## src/common/usb_ring_pkg.sv

```systemverilog
package usb_ring_pkg;

  // ----------------------------------------------------------------
  // Register byte addresses
  // ----------------------------------------------------------------
  localparam logic [31:0] OFS_GEN_STATUS_ONE = 32'h10001010;
  localparam logic [31:0] OFS_INT_MASK       = 32'h10001014;
  localparam logic [31:0] OFS_GEN_STATUS_TWO = 32'h10001018;
  localparam logic [31:0] OFS_COMMAND        = 32'h10001040;
  localparam logic [31:0] OFS_COMMAND_ADDR   = 32'h10001044;
  // Index 0..2 is receive pool 0..2
  localparam logic [31:0] OFS_POOL_INFO [3] =
    '{32'h10001050, 32'h10001058, 32'h10001060};
  localparam logic [31:0] OFS_POOL_ADDR [3] =
    '{32'h10001054, 32'h1000105c, 32'h10001064};
  // Index 0 is the transmit mailbox, 1 the receive mailbox
  localparam logic [31:0] OFS_MB_START [2] =
    '{32'h10001070, 32'h10001080};
  localparam logic [31:0] OFS_MB_BOTTOM [2] =
    '{32'h10001074, 32'h10001084};
  localparam logic [31:0] OFS_MB_READ [2] =
    '{32'h10001078, 32'h10001088};
  localparam logic [31:0] OFS_MB_WRITE [2] =
    '{32'h1000107c, 32'h1000108c};

  // ----------------------------------------------------------------
  // Field positions and codes
  // ----------------------------------------------------------------
  localparam int       ALERT_LSB      = 28;
  localparam int       ALERT_W        = 3;
  localparam int       COUNT_W        = 16;
  localparam int       CMD_BUSY_BIT   = 31;
  localparam int       CMD_CODE_LSB   = 24;
  localparam logic     CMD_POOL_MSB   = 1'b1;
  localparam int       GS1_ALERT_LSB  = 0;
  localparam int       GS1_FULL_LSB   = 3;
  localparam int       GS1_FIN_LSB    = 8;
  localparam int       GS1_FIN_STRIDE = 8;
  localparam int       GS2_BUS_RESET  = 0;
  localparam logic [31:0] RST_WORD    = 32'h0;
  localparam logic [15:0] RST_COUNT   = 16'h0;
  localparam logic [2:0]  RST_ALERT   = 3'h0;

  // ----------------------------------------------------------------
  // Carriers
  // ----------------------------------------------------------------
  typedef struct packed {
    logic [31:0] addr;
    logic [31:0] wdata;
    logic        wr;
    logic        rd;
  } reg_req_type;

  typedef struct packed {
    logic       valid;
    logic       rx;
    logic [2:0] ep;
  } ind_req_type;

endpackage

```

## src/hw/usb_rx_pool_mailbox_ring.sv

```systemverilog
`timescale 1ns/1ps
module usb_rx_pool_mailbox_ring
  import usb_ring_pkg::*;
#(
  parameter int TX_IND_BYTES = 4,
  parameter int RX_IND_BYTES = 8
) (
  // Clock, reset, enable
  input  logic        clk_sys,
  input  logic        sys_rst,
  input  logic        clk_en,
  input  logic        warm_rst,
  // Register port
  input  reg_req_type reg_req,
  output logic [31:0] reg_rdata,
  // Line events
  input  logic        bus_reset_seen,
  // Pool consumption by the receive engine
  input  logic [2:0]  dir_take,
  input  logic [31:0] dir_link,
  // Indication requests from the packet engines
  input  ind_req_type ind_req,
  output logic        ind_grant,
  output logic [31:0] ind_addr,
  // Interrupt request
  output logic        irq
);

  // ----------------------------------------------------------------
  // State
  // ----------------------------------------------------------------
  logic [31:0]        mb_start_q [2];
  logic [31:0]        mb_bot_q   [2];
  logic [31:0]        mb_rp_q    [2];
  logic [31:0]        mb_wp_q    [2];
  logic               mb_first_q [2];
  logic               mb_full_q  [2];
  logic [COUNT_W-1:0] pool_cnt_q [3];
  logic [ALERT_W-1:0] pool_al_q  [3];
  logic [31:0]        pool_addr_q[3];
  logic [31:0]        gs1_q;
  logic [31:0]        mask_q;
  logic               gs2_q;
  logic               busy_q;
  logic [2:0]         cmd_code_q;
  logic [COUNT_W-1:0] cmd_cnt_q;
  logic [31:0]        cmd_addr_q;
  logic [31:0]        rdata_q;
  logic               grant_q;
  logic [31:0]        iaddr_q;
  logic               irq_q;

  logic               run;
  logic               grant_d;
  logic [1:0]         adv;
  logic [1:0]         full_set;
  logic [2:0]         add;
  logic [2:0]         alert_ev;
  logic [31:0]        wp_nx [2];
  logic [31:0]        gs1_set;
  logic [31:0]        rd_d;

  // Normal operation: enabled and not under warm reset
  assign run = clk_en && !warm_rst;

  // ----------------------------------------------------------------
  // Command register
  // ----------------------------------------------------------------
  // Writes while busy are dropped so a running command stays intact
  always_ff @(posedge clk_sys or posedge sys_rst) begin
    if (sys_rst) begin
      busy_q     <= 1'b0;
      cmd_code_q <= RST_ALERT;
      cmd_cnt_q  <= RST_COUNT;
      cmd_addr_q <= RST_WORD;
    end else if (clk_en) begin
      if (warm_rst) begin
        busy_q     <= 1'b0;
        cmd_code_q <= RST_ALERT;
        cmd_cnt_q  <= RST_COUNT;
        cmd_addr_q <= RST_WORD;
      end else begin
        busy_q <= reg_req.wr && reg_req.addr == OFS_COMMAND && !busy_q;
        if (reg_req.wr && reg_req.addr == OFS_COMMAND && !busy_q) begin
          cmd_code_q <= reg_req.wdata[CMD_CODE_LSB +: 3];
          cmd_cnt_q  <= reg_req.wdata[COUNT_W-1:0];
        end
        if (reg_req.wr && reg_req.addr == OFS_COMMAND_ADDR && !busy_q)
          cmd_addr_q <= reg_req.wdata;
      end
    end
  end

  // ----------------------------------------------------------------
  // Receive pools
  // ----------------------------------------------------------------
  for (genvar p = 0; p < 3; p++) begin : g_pool
    logic [COUNT_W-1:0] cnt_d;
    logic               take;

    // Code 111 never matches since p stops at two
    assign add[p] = busy_q && cmd_code_q[2] == CMD_POOL_MSB
                    && cmd_code_q[1:0] == 2'(p);
    assign take   = dir_take[p] && pool_cnt_q[p] != RST_COUNT;
    assign cnt_d  = pool_cnt_q[p] + (add[p] ? cmd_cnt_q : RST_COUNT)
                    - COUNT_W'(take);
    // Fires only on a change so a standing match flags once
    // Limitation: a count that jumps past the level raises no alert
    assign alert_ev[p] = cnt_d != pool_cnt_q[p]
                         && pool_al_q[p] != RST_ALERT
                         && cnt_d == {11'h0, pool_al_q[p], 2'h0};

    // Count, level and current directory address
    always_ff @(posedge clk_sys or posedge sys_rst) begin
      if (sys_rst) begin
        pool_cnt_q[p]  <= RST_COUNT;
        pool_al_q[p]   <= RST_ALERT;
        pool_addr_q[p] <= RST_WORD;
      end else if (clk_en) begin
        if (warm_rst) begin
          pool_cnt_q[p]  <= RST_COUNT;
          pool_al_q[p]   <= RST_ALERT;
          pool_addr_q[p] <= RST_WORD;
        end else begin
          pool_cnt_q[p] <= cnt_d;
          if (reg_req.wr && reg_req.addr == OFS_POOL_INFO[p])
            pool_al_q[p] <= reg_req.wdata[ALERT_LSB +: ALERT_W];
          // Only commands and consumption move the address
          if (add[p] && pool_cnt_q[p] == RST_COUNT)
            pool_addr_q[p] <= cmd_addr_q;
          else if (take)
            pool_addr_q[p] <= dir_link;
        end
      end
    end

    // Software writes must not move the count or the address
    a_pool_addr_ro: assert property (@(posedge clk_sys) disable iff (sys_rst)
      run && reg_req.wr && reg_req.addr == OFS_POOL_ADDR[p]
      && !dir_take[p] && !add[p] |=> $stable(pool_addr_q[p]))
      else $error("pool address changed by a software write");
    a_count_add_cmd: assert property (@(posedge clk_sys) disable iff (sys_rst)
      run && add[p] && !dir_take[p] |=>
      pool_cnt_q[p] == $past(pool_cnt_q[p]) + $past(cmd_cnt_q))
      else $error("pool count not raised by the added number");
    a_count_ro_write: assert property (@(posedge clk_sys) disable iff (sys_rst)
      run && reg_req.wr && reg_req.addr == OFS_POOL_INFO[p]
      && !add[p] && !dir_take[p] |=> $stable(pool_cnt_q[p]))
      else $error("pool count changed by a software write");
    a_alert_flag_set: assert property (@(posedge clk_sys) disable iff (sys_rst)
      run && alert_ev[p] |=> gs1_q[GS1_ALERT_LSB + p])
      else $error("alert flag missing at level match");
  end

  // ----------------------------------------------------------------
  // Mailbox rings
  // ----------------------------------------------------------------
  // One grant at a time; the requester drops valid once it sees it
  // Trade-off: a grant every other cycle keeps the pointer update simple
  assign grant_d = ind_req.valid && !grant_q && !mb_full_q[ind_req.rx];

  for (genvar m = 0; m < 2; m++) begin : g_mbox
    logic [31:0] wp_inc;

    assign adv[m]   = grant_d && ind_req.rx == 1'(m);
    // An unaligned bottom is never hit, so the ring would not wrap
    assign wp_inc   = mb_wp_q[m]
                      + 32'(m == 0 ? TX_IND_BYTES : RX_IND_BYTES);
    assign wp_nx[m] = (wp_inc == mb_bot_q[m]) ? mb_start_q[m]
                                               : wp_inc;
    assign full_set[m] = adv[m] && wp_nx[m] == mb_rp_q[m];

    // Pointers, area bounds and the full state
    always_ff @(posedge clk_sys or posedge sys_rst) begin
      if (sys_rst) begin
        mb_start_q[m] <= RST_WORD;
        mb_bot_q[m]   <= RST_WORD;
        mb_rp_q[m]    <= RST_WORD;
        mb_wp_q[m]    <= RST_WORD;
        mb_first_q[m] <= 1'b1;
        mb_full_q[m]  <= 1'b0;
      end else if (clk_en) begin
        if (warm_rst) begin
          mb_start_q[m] <= RST_WORD;
          mb_bot_q[m]   <= RST_WORD;
          mb_rp_q[m]    <= RST_WORD;
          mb_wp_q[m]    <= RST_WORD;
          mb_first_q[m] <= 1'b1;
          mb_full_q[m]  <= 1'b0;
        end else begin
          // A first start write in this cycle overrides the advance
          if (adv[m])
            mb_wp_q[m] <= wp_nx[m];
          if (reg_req.wr && reg_req.addr == OFS_MB_READ[m])
            mb_rp_q[m] <= reg_req.wdata;
          if (reg_req.wr && reg_req.addr == OFS_MB_BOTTOM[m])
            mb_bot_q[m] <= reg_req.wdata;
          // The first start write seeds both pointers
          if (reg_req.wr && reg_req.addr == OFS_MB_START[m]) begin
            mb_start_q[m] <= reg_req.wdata;
            mb_first_q[m] <= 1'b0;
            if (mb_first_q[m]) begin
              mb_rp_q[m] <= reg_req.wdata;
              mb_wp_q[m] <= reg_req.wdata;
            end
          end
          // A read pointer update frees space; a new fill wins
          if (full_set[m])
            mb_full_q[m] <= 1'b1;
          else if (reg_req.wr && reg_req.addr == OFS_MB_READ[m])
            mb_full_q[m] <= 1'b0;
        end
      end
    end

    // Seeding, wrap, full hold-off and finish bits
    a_start_copy: assert property (@(posedge clk_sys) disable iff (sys_rst)
      run && mb_first_q[m] && reg_req.wr
      && reg_req.addr == OFS_MB_START[m] |=>
      mb_rp_q[m] == $past(reg_req.wdata)
      && mb_wp_q[m] == $past(reg_req.wdata))
      else $error("first start write did not seed pointers");
    a_wp_wrap_start: assert property (@(posedge clk_sys) disable iff (sys_rst)
      run && adv[m] && wp_inc == mb_bot_q[m]
      && !(reg_req.wr && reg_req.addr == OFS_MB_START[m]) |=>
      mb_wp_q[m] == $past(mb_start_q[m]))
      else $error("write pointer did not wrap to start");
    a_full_flag_set: assert property (@(posedge clk_sys) disable iff (sys_rst)
      run && full_set[m] |=>
      mb_full_q[m] && gs1_q[GS1_FULL_LSB + m])
      else $error("full flag missing when pointers meet");
    a_full_holds_ind: assert property (@(posedge clk_sys) disable iff (sys_rst)
      clk_en && mb_full_q[m] && ind_req.valid && ind_req.rx == 1'(m)
      |=> !grant_q)
      else $error("indication granted into a full mailbox");
    a_finish_flag: assert property (@(posedge clk_sys) disable iff (sys_rst)
      run && adv[m] |=>
      gs1_q[GS1_FIN_LSB + m*GS1_FIN_STRIDE + $past(ind_req.ep)])
      else $error("finish flag missing after indication");
    a_rp_sw_write: assert property (@(posedge clk_sys) disable iff (sys_rst)
      run && reg_req.wr && reg_req.addr == OFS_MB_READ[m]
      |=> mb_rp_q[m] == $past(reg_req.wdata))
      else $error("read pointer did not take the written value");
  end

  // ----------------------------------------------------------------
  // Status, mask and grant
  // ----------------------------------------------------------------
  // Gather hardware events into status bit positions
  always_comb begin
    gs1_set = RST_WORD;
    gs1_set[GS1_ALERT_LSB +: 3] = alert_ev;
    gs1_set[GS1_FULL_LSB +: 2]  = full_set;
    for (int m = 0; m < 2; m++) begin
      if (adv[m])
        gs1_set[GS1_FIN_LSB + m*GS1_FIN_STRIDE + ind_req.ep] = 1'b1;
    end
  end

  // Write one to clear; an event in the same cycle still lands
  always_ff @(posedge clk_sys or posedge sys_rst) begin
    if (sys_rst) begin
      gs1_q  <= RST_WORD;
      gs2_q  <= 1'b0;
      mask_q <= RST_WORD;
    end else if (clk_en) begin
      if (warm_rst) begin
        gs1_q  <= RST_WORD;
        gs2_q  <= 1'b0;
        mask_q <= RST_WORD;
      end else begin
        if (reg_req.wr && reg_req.addr == OFS_GEN_STATUS_ONE)
          gs1_q <= (gs1_q & ~reg_req.wdata) | gs1_set;
        else
          gs1_q <= gs1_q | gs1_set;
        if (bus_reset_seen)
          gs2_q <= 1'b1;
        else if (reg_req.wr && reg_req.addr == OFS_GEN_STATUS_TWO
                 && reg_req.wdata[GS2_BUS_RESET])
          gs2_q <= 1'b0;
        if (reg_req.wr && reg_req.addr == OFS_INT_MASK)
          mask_q <= reg_req.wdata;
      end
    end
  end

  // Grant pulse, slot address and masked interrupt
  always_ff @(posedge clk_sys or posedge sys_rst) begin
    if (sys_rst) begin
      grant_q <= 1'b0;
      iaddr_q <= RST_WORD;
      irq_q   <= 1'b0;
    end else if (clk_en) begin
      grant_q <= run && grant_d;
      if (run && grant_d)
        iaddr_q <= mb_wp_q[ind_req.rx];
      irq_q <= !warm_rst && |(gs1_q & mask_q);
    end
  end

  // Status two and the warm reset
  a_bus_reset_flag: assert property (@(posedge clk_sys) disable iff (sys_rst)
    run && bus_reset_seen |=> gs2_q)
    else $error("bus reset flag not raised");
  a_warm_clears: assert property (@(posedge clk_sys) disable iff (sys_rst)
    clk_en && warm_rst |=> gs1_q == RST_WORD && mb_wp_q[0] == RST_WORD
    && pool_cnt_q[0] == RST_COUNT && !busy_q)
    else $error("warm reset left state behind");

  // ----------------------------------------------------------------
  // Read path
  // ----------------------------------------------------------------
  // Unmapped addresses read as zero
  // Read-only registers ignore writes simply by having no write path
  always_comb begin
    rd_d = RST_WORD;
    if (reg_req.addr == OFS_GEN_STATUS_ONE) rd_d = gs1_q;
    if (reg_req.addr == OFS_INT_MASK)       rd_d = mask_q;
    if (reg_req.addr == OFS_GEN_STATUS_TWO) rd_d = {31'h0, gs2_q};
    if (reg_req.addr == OFS_COMMAND)
      rd_d = {busy_q, 4'h0, cmd_code_q, 8'h0, cmd_cnt_q};
    if (reg_req.addr == OFS_COMMAND_ADDR)   rd_d = cmd_addr_q;
    for (int p = 0; p < 3; p++) begin
      if (reg_req.addr == OFS_POOL_INFO[p])
        rd_d = {1'b0, pool_al_q[p], 12'h0, pool_cnt_q[p]};
      if (reg_req.addr == OFS_POOL_ADDR[p])
        rd_d = pool_addr_q[p];
    end
    for (int m = 0; m < 2; m++) begin
      if (reg_req.addr == OFS_MB_START[m])  rd_d = mb_start_q[m];
      if (reg_req.addr == OFS_MB_BOTTOM[m]) rd_d = mb_bot_q[m];
      if (reg_req.addr == OFS_MB_READ[m])   rd_d = mb_rp_q[m];
      if (reg_req.addr == OFS_MB_WRITE[m])  rd_d = mb_wp_q[m];
    end
  end

  // Read data stand one cycle after the strobe, zero otherwise
  always_ff @(posedge clk_sys or posedge sys_rst) begin
    if (sys_rst)
      rdata_q <= RST_WORD;
    else if (clk_en)
      rdata_q <= reg_req.rd ? rd_d : RST_WORD;
  end

  assign reg_rdata = rdata_q;
  assign ind_grant = grant_q;
  assign ind_addr  = iaddr_q;
  assign irq       = irq_q;

endmodule

```

## config.mk

```make
export PLATFORM = sky130hd
export DESIGN_NAME = usb_rx_pool_mailbox_ring
export DESIGN_NICKNAME = d
export VERILOG_FILES = /design/src/common/usb_ring_pkg.sv /design/src/hw/usb_rx_pool_mailbox_ring.sv
export SDC_FILE = /design/constraint.sdc
export NUM_CORES = 2
export LEC_CHECK = 0
export ABC_AREA = 1
export BUFFER_PORTS_ARGS = -buffer_cell sky130_fd_sc_hd__buf_4
export CAP_MARGIN = 40
export CORE_ASPECT_RATIO = 1.1
export CORE_MARGIN = 2
export CORE_UTILIZATION = 57
export CTS_CLUSTER_DIAMETER = 30
export DETAILED_ROUTE_END_ITERATION = 12
export PLACE_DENSITY_LB_ADDON = 0.2
export SETUP_SLACK_MARGIN = 0.15
export SYNTH_ARGS = -nofsm -noshare
export SYNTH_HDL_FRONTEND = slang
export SYNTH_SLANG_ARGS = --single-unit
```

## constraint.sdc

```tcl
create_clock -name clk_sys -period 44.8 [get_ports clk_sys]
set_input_delay 4.48 -clock clk_sys [delete_from_list [all_inputs] [get_ports clk_sys]]
set_output_delay 4.48 -clock clk_sys [all_outputs]
set_load 0.02 [all_outputs]
```

==> flow_metrics.py <==
metrics = {
    "critical_path": {
        "cp.required_ps": 45340,
        "arrival_ps": 8430,
        "crit_path_end_kind": "flop",
        "cp_max_fo": 56,
        "start_kind": "input port",
        "path_class": "input port to flop",
    },
    "yosys": {
        "synth_top_family_by_area": "simple AND/OR/NAND/NOR gates",
        "synth_cell_types": 52,
        "synth_cells": 5748,
        "synth_nets": 5954,
        "yosysMostFrequentCell": "nand2_1",
        "ys_seq_area_share_pct": 37.7,
        "synth_top_area_cell": "dfrtp_1",
        "avgSynthCellArea_sq_um": 6.87,
        "synth_area_leaders": "dfrtp_1 38%, nand2_1 14%, o21ai_0 9.6%",
        "synth_edf_count": 0,
        "synthAdderAreaFrac_pct": 3.06,
        "synth-xor-area-share_pct": 2.52,
        "synthFlopType": "dfrtp_1",
        "ys_warn_count": 0,
        "synth_common_cells": "1507 x nand2_1, 823 x inv_1, 757 x o21ai_0",
        "synthSimpleGateAreaFrac_pct": 23.2,
        "syn-cell-area_sq_um": 39500,
        "synth-seq-cells": 596,
        "synth_compound_area_share_pct": 21.5,
        "async_flop_share_pct": 100,
        "yosysTopAreaCellShare_pct": 37.6,
        "synth_mux_area_share_pct": 1.17,
    },
    "floorplanning": {
        "chipWidth_um": 255,
        "core-area_sq_um": 68900,
        "die_h_um": 280,
        "start_util_pct": 57.4,
        "dieArea_sq_um": 71500,
        "placementRows": 101,
        "io_pins": 177,
    },
    "outcome": {
        "status": "complete, no violations",
    },
    "sta": {
        "rsz0062_at_grt": "no",
        "hold_viol": 0,
        "fin_skew_ps": 33.4,
        "relSlewSlack_pct": 27.9,
        "worst_slack_ps": 36910,
        "fin_setup_tns_ps": 0,
        "fmax_mhz": 127,
        "final.min_clock_period_ps": 7890,
        "finalMaxSlewViolations": 0,
        "tightest_slew_ps": 1080,
        "setup_viol": 0,
        "timing.final.crit_share_pct": 17.6,
    },
    "power": {
        "cellPowerDensity_nw_per_um2": 51.0,
        "seq_power_share_pct": 28.0,
        "switching_power_mw": 0.840,
        "p_int_mw": 1.56,
        "comb_power_share_pct": 26.8,
        "irDropWorstVdd_mv": 0.0363,
        "p_leak_nw": 22.2,
        "clkPwrFrac_pct": 45.2,
        "switching_share_pct": 35.0,
        "p_total_mw": 2.40,
    },
    "global_route": {
        "antenna_found_initial": 5,
        "grt_pass1_wl_mm": 247,
        "grt_overflow_total": 0,
        "grt_max_degree": 107,
        "grt_pass1_vias": 40300,
        "grt_usage_pct": 46.4,
    },
    "placed_design": {
        "dp_cells": 6667,
        "post-place-ws_ps": 36460,
        "gp_congestion": 1.05,
        "dp_hpwl_mm": 120,
        "io_buffers": 176,
    },
    "drt": {
        "wl_mm": 167,
        "dr_wl_met3_mm": 22.0,
        "wl_met1_mm": 61.2,
        "top_layer": "met5",
        "wl_per_cell_um": 24.1,
        "met2_wirelength_mm": 69.4,
        "drcViolationCount": 0,
        "vias": 43200,
        "ant_nets": 0,
        "vias_per_cell": 6.24,
        "firstDrtPassIters": 6,
        "drtIter0Drc": 5926,
    },
    "flow_run": {
        "drv_cap": 0,
    },
    "final_layout": {
        "final_cells": 6929,
        "drive_above_1_share_pct": 10.4,
        "fillerInstances": 5951,
        "nNetsFinal": 6091,
        "area_growth_syn_to_layout_pct": 18.9,
        "seq_area_sq_um": 14900,
        "multi_input_area_sq_um": 20500,
    },
    "cts": {
        "htreeDepth": 4,
        "clockBufferDepth": 3,
        "cts-resized-gates": 0,
        "post_cts_buffers": 0,
        "cts_tree": "done",
        "cts-hold-fix-buffers": 0,
        "cts-buffers-inserted": 141,
        "path_clk_slew_ps": 40,
        "cts.sinks": 596,
        "cts-root-buf": "clkbuf_16",
        "worstSkewPairLatency_ps": 740,
    },
    "worst_hold_path": {
        "hold_path_class": "flop to flop",
    },
}
## final timing paths
check / start / endpoint / slack [ps] / depth (start not counted)
max in group asynchronous: sys_rst / mb_wp_q[46] / 37930 / 6
setup reg to reg: mb_wp_q[34] / mb_full_q[1] / 38580 / 25
hold / removal: reg_rdata[8] / reg_rdata[8] / 480 / 2
min in group asynchronous: sys_rst / pool_cnt_q[27] / 3670 / 2
setup / recovery: reg_req[64] / mb_rp_q[38] / 36910 / 17
hold reg to reg: reg_rdata[8] / reg_rdata[8] / 480 / 2
## worst max-delay path, cell delays in order
cell	delay (ps)
buf_4	110
inv_1	60
nand4_1	110
nor2_1	110
nand2_1	370
nor3_1	300
inv_1	110
nor2_2	400
inv_1	400
nor3_2	430
inv_1	180
buf_4	320
nand2_1	110
buf_4	490
a21oi_1	120
o21ai_0	110
o21ai_0	140
## power by group through the flow
stage / logic [mW] / clock network, mW / registers [mW]
2_1_floorplan: 0.466 / 0 / 0.650
3_5_place_dp: 0.625 / 0 / 0.673
3_3_place_gp: 0.609 / 0 / 0.672
6_report: 0.643 / 1.08 / 0.671
4_1_cts: 0.632 / 1.08 / 0.666
5_1_grt: 0.719 / 1.11 / 0.672
## layout make-up
cell class                 instances  share of cell area [%]
clock buffer                     178                    8.45
inverter                         842                    6.75
clock inverter                    81                    2.24
timing repair buffer             267                    4.66
multi-input combinational       4037                    43.7
tap                              927                    2.47
sequential                       596                    31.8
antenna                            1                 0.00533
## cells by family after synthesis
logic type	Yosys count
buffers and inverters	1115
XOR/XNOR	109
multiplexers	41
adder cells (fa/ha/maj)	95
AO/OA/AOI/OAI	1554
AND/OR/NAND/NOR	2238
flip-flops	596
## layout by cell type (no fill, tap or decap), types with 7 or more instances in the layout
master	n
clkinv_2	17
clkbuf_8	24
clkbuf_16	144
clkinv_1	7
o21bai_1	26
xor2_1	90
o21ai_1	36
nand2_1	1505
nand3_1	197
o2111ai_1	30
mux2_2	41
buf_4	252
a31oi_1	66
clkbuf_1	10
ha_1	92
nor2_2	13
clkinv_4	9
inv_1	820
nand4_1	98
dfrtp_1	594
nor3_1	36
o211ai_1	75
xnor2_1	16
o21ai_0	756
a21oi_1	393
clkinvlp_4	21
inv_2	13
nor2_1	313
nor4_1	32
inv_6	9
bufinv_16	17
o22ai_1	144
nor2_4	8
## registers in the layout (all words and copies together) (netlist names), 2 cells and up
register and count:
reg_rdata 32, mb_start_q 64, mb_first_q 2, gs1_q 32
ind_addr 32, mb_rp_q 64, mb_wp_q 64, cmd_cnt_q 16
pool_cnt_q 48, mb_bot_q 64, pool_addr_q 96, cmd_addr_q 32
mb_full_q 2, mask_q 32, pool_al_q 9, cmd_code_q 3
## stage by stage
| step | cell area (sq um) | hold WS [ps] | utilization (%) |
|---|---|---|---|
| floorplan | 39500 | 442 | - |
| global placement | 41600 | 460 | 60.4 |
| detailed placement | 41900 | 466 | 60.9 |
| CTS | 47000 | 478 | 68.2 |
| global route | 47000 | 501 | 68.2 |
| finish | 47000 | 480 | 68.2 |
## layer usage
metal | track usage [%] | vias up
met3 | 13.4 | 763
met4 | 32.7 | 4
met1 | 59.4 | 20100
li1 | - | 19300
met5 | 0.139 | -
met2 | 67.3 | 3091
No activity file was read; power rests on OpenSTA's default activity.
